## config.mk

```make
export PLATFORM = sky130hd
export DESIGN_NAME = smi_sdram_if
export DESIGN_NICKNAME = d
export VERILOG_FILES = /design/src/rtl/smi_pkg.sv /design/src/rtl/smi_sdram_if.sv /design/src/rtl/smi_tap_line.sv
export SDC_FILE = /design/constraint.sdc
export NUM_CORES = 1
export LEC_CHECK = 0
export ABC_AREA = 1
export ABC_CLOCK_PERIOD_IN_PS = 3900
export BUFFER_PORTS_ARGS = -buffer_cell sky130_fd_sc_hd__buf_4
export CORE_MARGIN = 2
export CORE_UTILIZATION = 56
export DETAILED_ROUTE_END_ITERATION = 10
export HOLD_SLACK_MARGIN = 0.02
export PLACE_DENSITY_LB_ADDON = 0.15
export SLEW_MARGIN = 30
export SYNTH_ARGS = -nofsm -noshare
export SYNTH_HDL_FRONTEND = slang
export SYNTH_SLANG_ARGS = --single-unit
```

## constraint.sdc

```tcl
create_clock -name clk_i -period 3.9 [get_ports clk_i]
set_clock_uncertainty 0.2 [all_clocks]
set_input_delay 0.585 -clock clk_i [delete_from_list [all_inputs] [get_ports clk_i]]
set_output_delay 0.585 -clock clk_i [all_outputs]
set_load 0.01 [all_outputs]
```

## src/rtl/smi_pkg.sv

```systemverilog
// Shared constants, types and decode functions of the SDRAM interface
package smi_pkg;

  // Timing
  localparam int         CLK_PERIOD_NS = 40;
  localparam int         REF_PERIOD_NS = 7800;
  localparam logic [7:0] REF_CYC       = 8'(REF_PERIOD_NS / CLK_PERIOD_NS);
  localparam logic [1:0] CAS_LAT       = 2'h2;
  localparam logic [1:0] PH_STEP       = 2'h3;
  localparam logic [1:0] PH_CLK_HI     = 2'h3;
  localparam logic [1:0] PH_CLK_HI2    = 2'h0;

  // Address windows, top address bits
  localparam logic [3:0] DYN0_TOP = 4'ha;
  localparam logic [3:0] DYN1_TOP = 4'hb;
  localparam logic [3:0] DYN2_TOP = 4'hc;
  localparam logic [3:0] DYN3_TOP = 4'hd;
  localparam logic [5:0] ST0_TOP  = 6'h20;
  localparam logic [5:0] ST1_TOP  = 6'h24;
  localparam logic [5:0] ST2_TOP  = 6'h26;
  localparam logic [5:0] ST3_TOP  = 6'h27;

  // Geometry
  localparam logic [4:0] COL_MIN   = 5'h08;
  localparam logic [4:0] ROW_MIN   = 5'h0b;
  localparam int         AP_BIT    = 10;
  localparam logic [3:0] LANES_16  = 4'hc;

  // Command codes {row strobe, column strobe, write enable}
  localparam logic [2:0] CMD_NOP = 3'h7;
  localparam logic [2:0] CMD_ACT = 3'h3;
  localparam logic [2:0] CMD_RD  = 3'h5;
  localparam logic [2:0] CMD_WR  = 3'h4;
  localparam logic [2:0] CMD_PRE = 3'h2;
  localparam logic [2:0] CMD_REF = 3'h1;

  typedef enum logic [7:0] {
    S_IDLE = 8'h01,
    S_ACT  = 8'h02,
    S_RW   = 8'h04,
    S_WAIT = 8'h08,
    S_PRE  = 8'h10,
    S_REF  = 8'h20,
    S_SREF = 8'h40,
    S_STAT = 8'h80
  } smi_state_type;

  typedef struct packed {
    logic [3:0]  dyn_n;
    logic [3:0]  stat_n;
    logic [2:0]  cmd;
    logic [12:0] addr;
    logic [1:0]  bank;
    logic [3:0]  mask;
    logic [3:0]  cke;
    logic        oe_n;
    logic [3:0]  bls_n;
    logic [31:0] dout;
    logic        doe;
  } smi_pins_type;

  localparam smi_pins_type PINS_IDLE = '{dyn_n: 4'hf, stat_n: 4'hf,
    cmd: CMD_NOP, addr: 13'h0000, bank: 2'h0, mask: 4'hf, cke: 4'hf,
    oe_n: 1'b1, bls_n: 4'hf, dout: 32'h0000_0000, doe: 1'b0};
  localparam smi_pins_type PINS_REF = '{dyn_n: 4'h0, stat_n: 4'hf,
    cmd: CMD_REF, addr: 13'h0000, bank: 2'h0, mask: 4'hf, cke: 4'hf,
    oe_n: 1'b1, bls_n: 4'hf, dout: 32'h0000_0000, doe: 1'b0};

  typedef struct packed {
    logic [1:0]  bank;
    logic [12:0] row;
    logic [12:0] col;
  } smi_split_type;

  function automatic logic [3:0] dyn_dec(input logic [31:0] a);
    logic [3:0] h;
    h = 4'h0;
    if (a[31:28] == DYN0_TOP) h = 4'h1;
    if (a[31:28] == DYN1_TOP) h = 4'h2;
    if (a[31:28] == DYN2_TOP) h = 4'h4;
    if (a[31:28] == DYN3_TOP) h = 4'h8;
    return h;
  endfunction

  function automatic logic [3:0] stat_dec(input logic [31:0] a);
    logic [3:0] h;
    h = 4'h0;
    if (a[31:26] == ST0_TOP) h = 4'h1;
    if (a[31:26] == ST1_TOP) h = 4'h2;
    if (a[31:26] == ST2_TOP) h = 4'h4;
    if (a[31:26] == ST3_TOP) h = 4'h8;
    return h;
  endfunction

  // Bank/row/column from a byte address
  function automatic smi_split_type addr_split(input logic [31:0] a,
    input logic b32, input logic row_bank_col_map, input logic [1:0] rs,
    input logic [1:0] cs, input logic two);
    smi_split_type o;
    logic [27:0]   w;
    logic [4:0]    c;
    logic [4:0]    r;
    logic [4:0]    nb;
    w  = a[27:0] >> (b32 ? 5'd2 : 5'd1);
    c  = COL_MIN + {3'b000, cs};
    r  = ROW_MIN + {3'b000, rs};
    nb = two ? 5'd1 : 5'd2;
    o.col = 13'(w & ((28'h1 << c) - 28'h1));
    if (row_bank_col_map)
    begin
      o.bank = 2'((w >> c) & ((28'h1 << nb) - 28'h1));
      o.row  = 13'((w >> (c + nb)) & ((28'h1 << r) - 28'h1));
    end
    else
    begin
      o.row  = 13'((w >> c) & ((28'h1 << r) - 28'h1));
      o.bank = 2'((w >> (c + r)) & ((28'h1 << nb) - 28'h1));
    end
    return o;
  endfunction

endpackage

```

## src/rtl/smi_sdram_if.sv

```systemverilog
// SDRAM and static memory pin interface with address decode
// Contract
// - Four dynamic selects, each covering a 256 MB window.
// - Windows at A/B/C/D000_0000 assert dynamic selects 0 to 3.
// - 64 MB windows at 8000, 9000, 9800, 9C00 assert static selects 0-3.
// - SDRAM data path is 16 or 32 bits wide.
// - Single data rate only; no DDR, no burst static memory.
// - Bank bits on address lines 13 and 14; row/column on 12:0.
// - With only address line 13 for bank, two banks are reachable.
// - Command is coded by row strobe, column strobe, write and select.
// - Four active-high data masks, one per byte lane.
// - One clock enable per select; power save gates enables when idle, clock in self-refresh.
// - Self-refresh entered and left only by software request.
// - Row addressing of 2k, 4k and 8k rows is supported.
// - Refresh runs in its own reset domain through chip reset.
// - Read feedback from dedicated pin or memory clock loopback.
// - Programmable delays on command outputs and feedback path.
// - Static data width selectable as 8, 16 or 32 bits.
// - Byte lane selects and write enable follow per-select policy.
// - Map bit picks bank-row-column or row-bank-column order.
`timescale 1ns/1ps
module smi_sdram_if
  import smi_pkg::*;
(
  // Clock and resets
  input  wire logic        clk_i,
  input  wire logic        rst_n_i,
  input  wire logic        rst_ref_n_i,
  // Access request
  input  wire logic        req_i,
  input  wire logic [31:0] addr_i,
  input  wire logic        wr_i,
  input  wire logic [31:0] wdata_i,
  input  wire logic [3:0]  be_i,
  output logic             ack_o,
  output logic             err_o,
  output logic      [31:0] rdata_o,
  // Configuration and status
  input  wire logic        bus32_i,
  input  wire logic        rbc_map_i,
  input  wire logic [1:0]  row_bits_i,
  input  wire logic [1:0]  col_bits_i,
  input  wire logic        two_banks_i,
  input  wire logic [1:0]  static_width_i,
  input  wire logic [3:0]  byte_lane_policy_i,
  input  wire logic        power_save_i,
  input  wire logic        self_refresh_req_i,
  input  wire logic        fb_src_loop_i,
  input  wire logic        cmd_delay_i,
  input  wire logic [1:0]  fb_delay_i,
  output logic             self_refresh_o,
  // Memory pins
  output logic      [1:0]  mem_clk_out_o,
  output logic      [3:0]  mem_clk_en_o,
  output logic      [3:0]  dyn_select_n_o,
  output logic      [3:0]  static_select_n_o,
  output logic             row_strobe_n_o,
  output logic             column_strobe_n_o,
  output logic             mem_write_en_n_o,
  output logic      [12:0] row_col_addr_o,
  output logic      [1:0]  bank_addr_o,
  output logic      [3:0]  byte_mask_o,
  output logic             output_en_n_o,
  output logic      [3:0]  byte_lane_sel_n_o,
  output logic      [31:0] mem_data_o,
  output logic             mem_data_oe_o,
  input  wire logic [31:0] mem_data_i,
  input  wire logic        feedback_clk_in_i,
  input  wire logic        mem_clk_loop_i
);

  typedef struct packed {
    smi_state_type st;
    smi_pins_type  p;
    logic [31:0]   addr;
    logic          wr;
    logic [31:0]   wdata;
    logic [3:0]    be;
    logic [1:0]    fbcnt;
    logic          got;
    logic [31:0]   rdata;
    logic          ack;
    logic          err;
    logic          ref_ack;
    logic          stop;
    logic          fb1;
    logic          fb2;
    logic          fb3;
    logic [31:0]   d1;
    logic [31:0]   d2;
  } smi_main_type;

  typedef struct packed {
    logic [1:0] ph;
    logic       clk;
    logic [7:0] cnt;
    logic       pend;
    logic       ovr;
  } smi_ref_type;

  smi_main_type  s_r;
  smi_main_type  s_nxt;
  smi_ref_type   r_r;
  smi_ref_type   r_nxt;
  smi_pins_type  pin_src;
  smi_pins_type  pins_q;
  smi_split_type sp_new;
  smi_split_type sp_cur;
  logic          fb_hit;
  logic          step;
  logic [3:0]    dhit;
  logic [3:0]    shit;
  logic [3:0]    slanes;
  logic          pol;
  logic [31:0]   saddr;

  // Refresh timer, memory clock and reset-time refresh
  always_comb
  begin
    r_nxt     = r_r;
    r_nxt.ph  = r_r.ph + 2'h1;
    r_nxt.clk = !s_r.stop && (r_nxt.ph == PH_CLK_HI ||
                              r_nxt.ph == PH_CLK_HI2);
    r_nxt.cnt = (r_r.cnt == 8'h00) ? REF_CYC - 8'h01 : r_r.cnt - 8'h01;
    if (r_r.ph == PH_STEP)
      r_nxt.ovr = !rst_n_i && r_r.pend;
    r_nxt.pend = (r_r.cnt == 8'h00) || (r_r.pend && !s_r.ref_ack &&
      !(r_r.ph == PH_STEP && !rst_n_i));
    if (!rst_ref_n_i)
    begin
      r_nxt     = '0;
      r_nxt.cnt = REF_CYC - 8'h01;
    end
  end

  always_ff @(posedge clk_i)
  begin
    r_r <= r_nxt;
  end

  assign step   = (r_r.ph == PH_STEP);
  assign sp_new = addr_split(addr_i, bus32_i, rbc_map_i, row_bits_i,
                             col_bits_i, two_banks_i);
  assign sp_cur = addr_split(s_r.addr, bus32_i, rbc_map_i, row_bits_i,
                             col_bits_i, two_banks_i);
  assign dhit   = dyn_dec(addr_i);
  assign shit   = stat_dec(addr_i);
  assign slanes = (static_width_i == 2'h0) ? 4'h1 :
                  (static_width_i == 2'h1) ? 4'h3 : 4'hf;
  assign pol    = |(byte_lane_policy_i & shit);
  assign saddr  = addr_i >> static_width_i;

  always_comb
  begin
    s_nxt         = s_r;
    s_nxt.ack     = 1'b0;
    s_nxt.err     = 1'b0;
    s_nxt.ref_ack = 1'b0;
    s_nxt.fb1     = fb_src_loop_i ? mem_clk_loop_i
                                  : feedback_clk_in_i;
    s_nxt.fb2     = s_r.fb1;
    s_nxt.fb3     = s_r.fb2;
    s_nxt.d1      = mem_data_i;
    s_nxt.d2      = s_r.d1;
    if (s_r.st == S_WAIT && fb_hit && !s_r.got)
    begin
      s_nxt.fbcnt = s_r.fbcnt + 2'h1;
      if (s_r.fbcnt == CAS_LAT - 2'h1)
      begin
        s_nxt.rdata = s_r.d2;
        s_nxt.got   = 1'b1;
      end
    end
    if (step)
    begin
      unique case (s_r.st)
        S_IDLE:
        begin
          s_nxt.p   = PINS_IDLE;
          s_nxt.p.cke = s_r.p.cke;
          if ((r_r.pend || self_refresh_req_i || req_i) &&
              s_r.p.cke != 4'hf)
            s_nxt.p.cke = 4'hf;
          else if (r_r.pend)
          begin
            s_nxt.st      = S_REF;
            s_nxt.p       = PINS_REF;
            s_nxt.ref_ack = 1'b1;
          end
          else if (self_refresh_req_i)
          begin
            s_nxt.st    = S_SREF;
            s_nxt.p     = PINS_REF;
            s_nxt.p.cke = 4'h0;
          end
          else if (req_i)
          begin
            s_nxt.addr  = addr_i;
            s_nxt.wr    = wr_i;
            s_nxt.wdata = wdata_i;
            s_nxt.be    = be_i;
            if (dhit != 4'h0)
            begin
              s_nxt.st      = S_ACT;
              s_nxt.p.dyn_n = ~dhit;
              s_nxt.p.cmd   = CMD_ACT;
              s_nxt.p.addr  = sp_new.row;
              s_nxt.p.bank  = {sp_new.bank[1] && !two_banks_i,
                               sp_new.bank[0]};
            end
            else if (shit != 4'h0)
            begin
              s_nxt.st       = S_STAT;
              s_nxt.p.stat_n = ~shit;
              {s_nxt.p.bank, s_nxt.p.addr} = saddr[14:0];
              if (wr_i)
              begin
                s_nxt.p.doe   = 1'b1;
                s_nxt.p.dout  = wdata_i;
                s_nxt.p.cmd   = {2'b11, !pol};
                s_nxt.p.bls_n = ~(be_i & slanes);
              end
              else
              begin
                s_nxt.p.oe_n  = 1'b0;
                s_nxt.p.bls_n = pol ? ~slanes : 4'hf;
              end
            end
            else
            begin
              s_nxt.ack = 1'b1;
              s_nxt.err = 1'b1;
            end
          end
          else
            s_nxt.p.cke = power_save_i ? 4'h0 : 4'hf;
        end
        S_REF:
        begin
          s_nxt.st = S_IDLE;
          s_nxt.p  = PINS_IDLE;
        end
        S_SREF:
        begin
          s_nxt.p       = PINS_IDLE;
          s_nxt.p.cke   = 4'h0;
          s_nxt.stop    = power_save_i;
          if (!self_refresh_req_i)
          begin
            s_nxt.st    = S_IDLE;
            s_nxt.p.cke = 4'hf;
            s_nxt.stop  = 1'b0;
          end
        end
        S_ACT:
        begin
          s_nxt.st     = S_RW;
          s_nxt.p.cmd  = s_r.wr ? CMD_WR : CMD_RD;
          s_nxt.p.addr = {1'b0, sp_cur.col[10], 1'b0, sp_cur.col[9:0]};
          s_nxt.p.mask = (bus32_i ? 4'h0 : LANES_16) |
                         (s_r.wr ? ~s_r.be : 4'h0);
          s_nxt.p.doe  = s_r.wr;
          s_nxt.p.dout = s_r.wdata;
          s_nxt.fbcnt  = 2'h0;
          s_nxt.got    = 1'b0;
        end
        S_RW:
        begin
          s_nxt.p.doe  = 1'b0;
          s_nxt.p.mask = 4'hf;
          if (s_r.wr)
          begin
            s_nxt.st             = S_PRE;
            s_nxt.p.cmd          = CMD_PRE;
            s_nxt.p.addr[AP_BIT] = 1'b1;
          end
          else
          begin
            s_nxt.st    = S_WAIT;
            s_nxt.p.cmd = CMD_NOP;
            s_nxt.p.mask = bus32_i ? 4'h0 : LANES_16;
          end
        end
        S_WAIT:
        begin
          if (s_r.got)
          begin
            s_nxt.st             = S_PRE;
            s_nxt.p.cmd          = CMD_PRE;
            s_nxt.p.mask         = 4'hf;
            s_nxt.p.addr[AP_BIT] = 1'b1;
          end
        end
        S_PRE:
        begin
          s_nxt.st  = S_IDLE;
          s_nxt.p   = PINS_IDLE;
          s_nxt.ack = 1'b1;
        end
        S_STAT:
        begin
          s_nxt.st    = S_IDLE;
          s_nxt.p     = PINS_IDLE;
          s_nxt.p.cke = s_r.p.cke;
          s_nxt.ack   = 1'b1;
          if (!s_r.wr)
            s_nxt.rdata = s_r.d2;
        end
      endcase
    end
    if (!rst_n_i)
    begin
      s_nxt    = '0;
      s_nxt.st = S_IDLE;
      s_nxt.p  = PINS_IDLE;
    end
  end

  always_ff @(posedge clk_i)
  begin
    s_r <= s_nxt;
  end

  // Pins keep running refreshes while the chip is in reset
  assign pin_src = rst_n_i ? s_r.p : (r_r.ovr ? PINS_REF : PINS_IDLE);

  smi_tap_line #(
    .W   ($bits(smi_pins_type)),
    .RST (PINS_IDLE)
  ) u_cmd_dly (
    .clk_i   (clk_i),
    .rst_n_i (rst_ref_n_i),
    .d_i     (pin_src),
    .sel_i   ({1'b0, cmd_delay_i}),
    .q_o     (pins_q)
  );

  smi_tap_line #(
    .W   (1),
    .RST (1'b0)
  ) u_fb_dly (
    .clk_i   (clk_i),
    .rst_n_i (rst_n_i),
    .d_i     (s_r.fb2 && !s_r.fb3),
    .sel_i   (fb_delay_i),
    .q_o     (fb_hit)
  );

  assign ack_o             = s_r.ack;
  assign err_o             = s_r.err;
  assign rdata_o           = s_r.rdata;
  assign self_refresh_o    = (s_r.st == S_SREF);
  assign mem_clk_out_o     = {2{r_r.clk}};
  assign mem_clk_en_o      = pins_q.cke;
  assign dyn_select_n_o    = pins_q.dyn_n;
  assign static_select_n_o = pins_q.stat_n;
  assign {row_strobe_n_o, column_strobe_n_o, mem_write_en_n_o} = pins_q.cmd;
  assign row_col_addr_o    = pins_q.addr;
  assign bank_addr_o       = pins_q.bank;
  assign byte_mask_o       = pins_q.mask;
  assign output_en_n_o     = pins_q.oe_n;
  assign byte_lane_sel_n_o = pins_q.bls_n;
  assign mem_data_o        = pins_q.dout;
  assign mem_data_oe_o     = pins_q.doe;
endmodule // smi_sdram_if

```

## src/rtl/smi_tap_line.sv

```systemverilog
// Selectable whole-cycle delay line with registered output
`timescale 1ns/1ps
module smi_tap_line
  import smi_pkg::*;
#(
  parameter int           W   = 1,
  parameter logic [W-1:0] RST = '0
)(
  // Clock and reset
  input  wire logic         clk_i,
  input  wire logic         rst_n_i,
  // Data
  input  wire logic [W-1:0] d_i,
  input  wire logic [1:0]   sel_i,
  output logic      [W-1:0] q_o
);

  typedef struct packed {
    logic [2:0][W-1:0] sh;
    logic [W-1:0]      q;
  } smi_tap_type;

  smi_tap_type s_r;
  smi_tap_type s_nxt;

  always_comb
  begin
    s_nxt    = s_r;
    s_nxt.sh = {s_r.sh[1:0], d_i};
    s_nxt.q  = (sel_i == 2'h0) ? d_i : s_r.sh[sel_i - 2'h1];
    if (!rst_n_i)
    begin
      s_nxt.sh = {3{RST}};
      s_nxt.q  = RST;
    end
  end

  always_ff @(posedge clk_i)
  begin
    s_r <= s_nxt;
  end

  assign q_o = s_r.q;

endmodule // smi_tap_line
```

==> summary.txt <==
Status: completed
Max stage delay on crit path: 0.40 ns
Final period utilization: 74.92%
Die area: 31610 um^2
Overall Power: 8.896 mW
HPWL after detailed placement: 32280 um
Req. time, crit path: 4.18 ns
Clock Path Buffers: 3
Worst path cell trace: ha_1 > inv_1 > nor2_4 > inv_2 > nand2_4 > inv_4 > nor3_4 > nand2_1 > nand2_1
Worst Path Arrival: 3.20 ns
Initial Util: 56.92%
Share of layout cells above drive strength 1: 14.84%
Crit path top cell by count: nand2_1
Power Dens Cells: 461.0 nW/um^2
Routed Antenna Nets: 0
CP Class: reg -> reg
Final core utilization: 64.93%
Synth-to-layout area growth: 14.08%
Initial antenna violation count: 0
FF-to-FF Start: r_r[11]$_SDFF_PN0_
Nets: 2521
GRT met2 Usage: 50.10%
Mapped cell area: 16910 um^2
Peak VDD IR: 0.4082 mV
Vias in the first global route: 14370
Gr ovfl total: 0
RSZ-0062 raised after global routing: false
Routing usage on met1: 36.45%
Inst Count DP: 2722
Largest net degree at the start of global routing: 142
Slew headroom: 35.64%
Drc violations: 0
Maximum Capacitance Violations: 0
Critical Path Source Type: flop
Cell accounting for the most synthesized area: dfxtp_1
First-pass GRT wire length: 73720 um
Commonest non-fill, non-tap cell in the layout: nand2_1
Most frequent cells in the layout: nand2_1, dfxtp_1, nor2_1
Post-synthesis register bit count: 387
Leakage power: 9.209 nW
Post-route setup TNS: 0 ns
CP max stage cell: ha_1
Critical-path maximum fanout: 43
Sequential share of the synthesized area: 45.81%
Final Hold Viols: 0
Post-Syn Instances: 2314
Hold Crit Class: in -> reg
Top Ports: 235
Worst-path clk slew: 0.06 ns
Yosys Warn Count: 0
Core area: 29720 um^2
Mean Syn Cell Area: 7.309 um^2
Wire length per cell: 16.71 um
Worst-Skew Late Latency: 0.54 ns
First DRT Iteration DRCs: 1335
Busiest grt layer: met2
Post-CTS Setup Inserts: 0
H-tree levels: 2
Die width: 177.8 um
Die height: 177.8 um
Sink Count: 387
Setup crit end kind: flop
Final Wtd Congestion: 0.9343
Fin cells: 2796
Fmax: 0.3422 GHz
Top cell type's share of synthesized area: 45.81%
Port bufs: 234
WL final: 46720 um
All-layer global routing usage: 29.05%
Synth area leaders: dfxtp_1, nand2_1, o21ai_0
Worst Tran Pin Value: 0.9654 ns
Post-Syn Nets: 2457
CTS tree: built
Site Rows: 63
Distinct cells, synth: 47
Ant diodes: 0
Worst hold path startpoint: mem_data_i[16]
Critical path startpoint: r_r[11]$_SDFF_PN0_
Vias per cell: 5.447
GR Util met3: 4.413%
First-pass detailed-route iteration total: 9
Clk root buf: clkbuf_16
Tmin final: 2.922 ns
Max Slew Vio Count: 0
Final setup viols: 0
CTS Buf Count: 39
Via count: 15230
[critical path, delay by kind of cell, from the launching register on]
kind / cells / cell delay [ns]
flops: 1 / 0.37
buf+inv: 3 / 0.68
simple gates: 5 / 1.18
fa+ha+maj: 1 / 0.40
[where the power goes]
| group | switching (mW) | internal, mW |
|---|---|---|
| logic | 0.655 | 0.368 |
| registers | 0.0559 | 4.09 |
| clock network | 1.56 | 2.17 |
[metrics by stage]
step | area [um^2] | hold slack (ns) | worst slack [ns]
2_1_floorplan | 16910 | 0.1797 | 0.9073
3_3_place_gp | 17950 | 0.1918 | 0.9168
3_5_place_dp | 17950 | 0.1946 | 0.8819
4_1_cts | 19290 | 0.02210 | 1.003
5_1_grt | 19290 | 0.02691 | 0.7436
6_report | 19290 | 0.03636 | 0.9780
[final timing paths]
check	end	cells past startpoint	slack, ns
max	s_r[234]$_SDFFE_PN0P_	9	0.98
min	s_r[48]$_SDFF_PN0_	3	0.04
min reg2reg	u_fb_dly.s_r[1]$_SDFF_PN0_	1	0.20
max reg2reg	s_r[234]$_SDFFE_PN0P_	9	0.98
[state kept, by name, summed over array words and instances, names as in the netlist]
name           cells
r_r               12
u_cmd_dly.s_r     69
u_fb_dly.q_o       1
mem_clk_out_o      1
s_r              198
ack_o              1
u_cmd_dly.q_o     69
err_o              1
u_fb_dly.s_r       3
rdata_o           32
[per-layer routing]
layer	part of all wire (%)	vias to the layer above
met1	42	7067
met3	6.4	98
met5	0	-
met2	48	561
li1	-	7504
met4	3.5	0
[synth_stat cells, drive strengths merged]
master	n
nor4	2
xnor2	7
a21o	1
o21ai	256
inv	192
o31ai	1
and2	5
o211ai	17
or2	5
nor3b	1
o31a	1
o22ai	4
a31oi	3
dfxtp	387
a21oi	180
o32ai	1
o221ai	1
nand2	464
nand3b	3
o21a	2
nor2	282
o2111ai	1
nand3	215
nor3	12
a211oi	7
clkbuf	83
ha	15
mux2i	1
xor2	2
clkinv	6
buf	148
fa	2
nand4	7
[kinds of logic (layout without fill, tap and decap cells)]
kind of cell / Yosys count / in the layout / synth area share (%)
xor gates and xnor gates: 9 / 9 / 0.4661
DFF: 387 / 387 / 45.81
adders and majority gates: 17 / 17 / 1.346
muxes: 1 / 1 / 0.05918
buffers and inverters: 429 / 521 / 12.38
AOI/OAI and AO/OA: 475 / 475 / 14.61
and+or+nand+nor: 996 / 996 / 25.33
[area by class of cell]
type / count / area [um^2]
repair buffers: 254 / 1948
inverters: 198 / 745.7
multi-input cells: 1498 / 7072
clock inverters: 13 / 163.9
flip-flops and latches: 387 / 7747
well taps: 390 / 488.0
clock buffers: 56 / 1130
fillers: 2660 / 10420
[timing repair]
action | in CTS | in global routing
endpoints found under the hold margin | 5 | 0
endpoints found under the setup margin | 0 | 0
hold buffers | 5 | 0
resized for setup | 0 | 0
(Power assumes the default switching activity.)
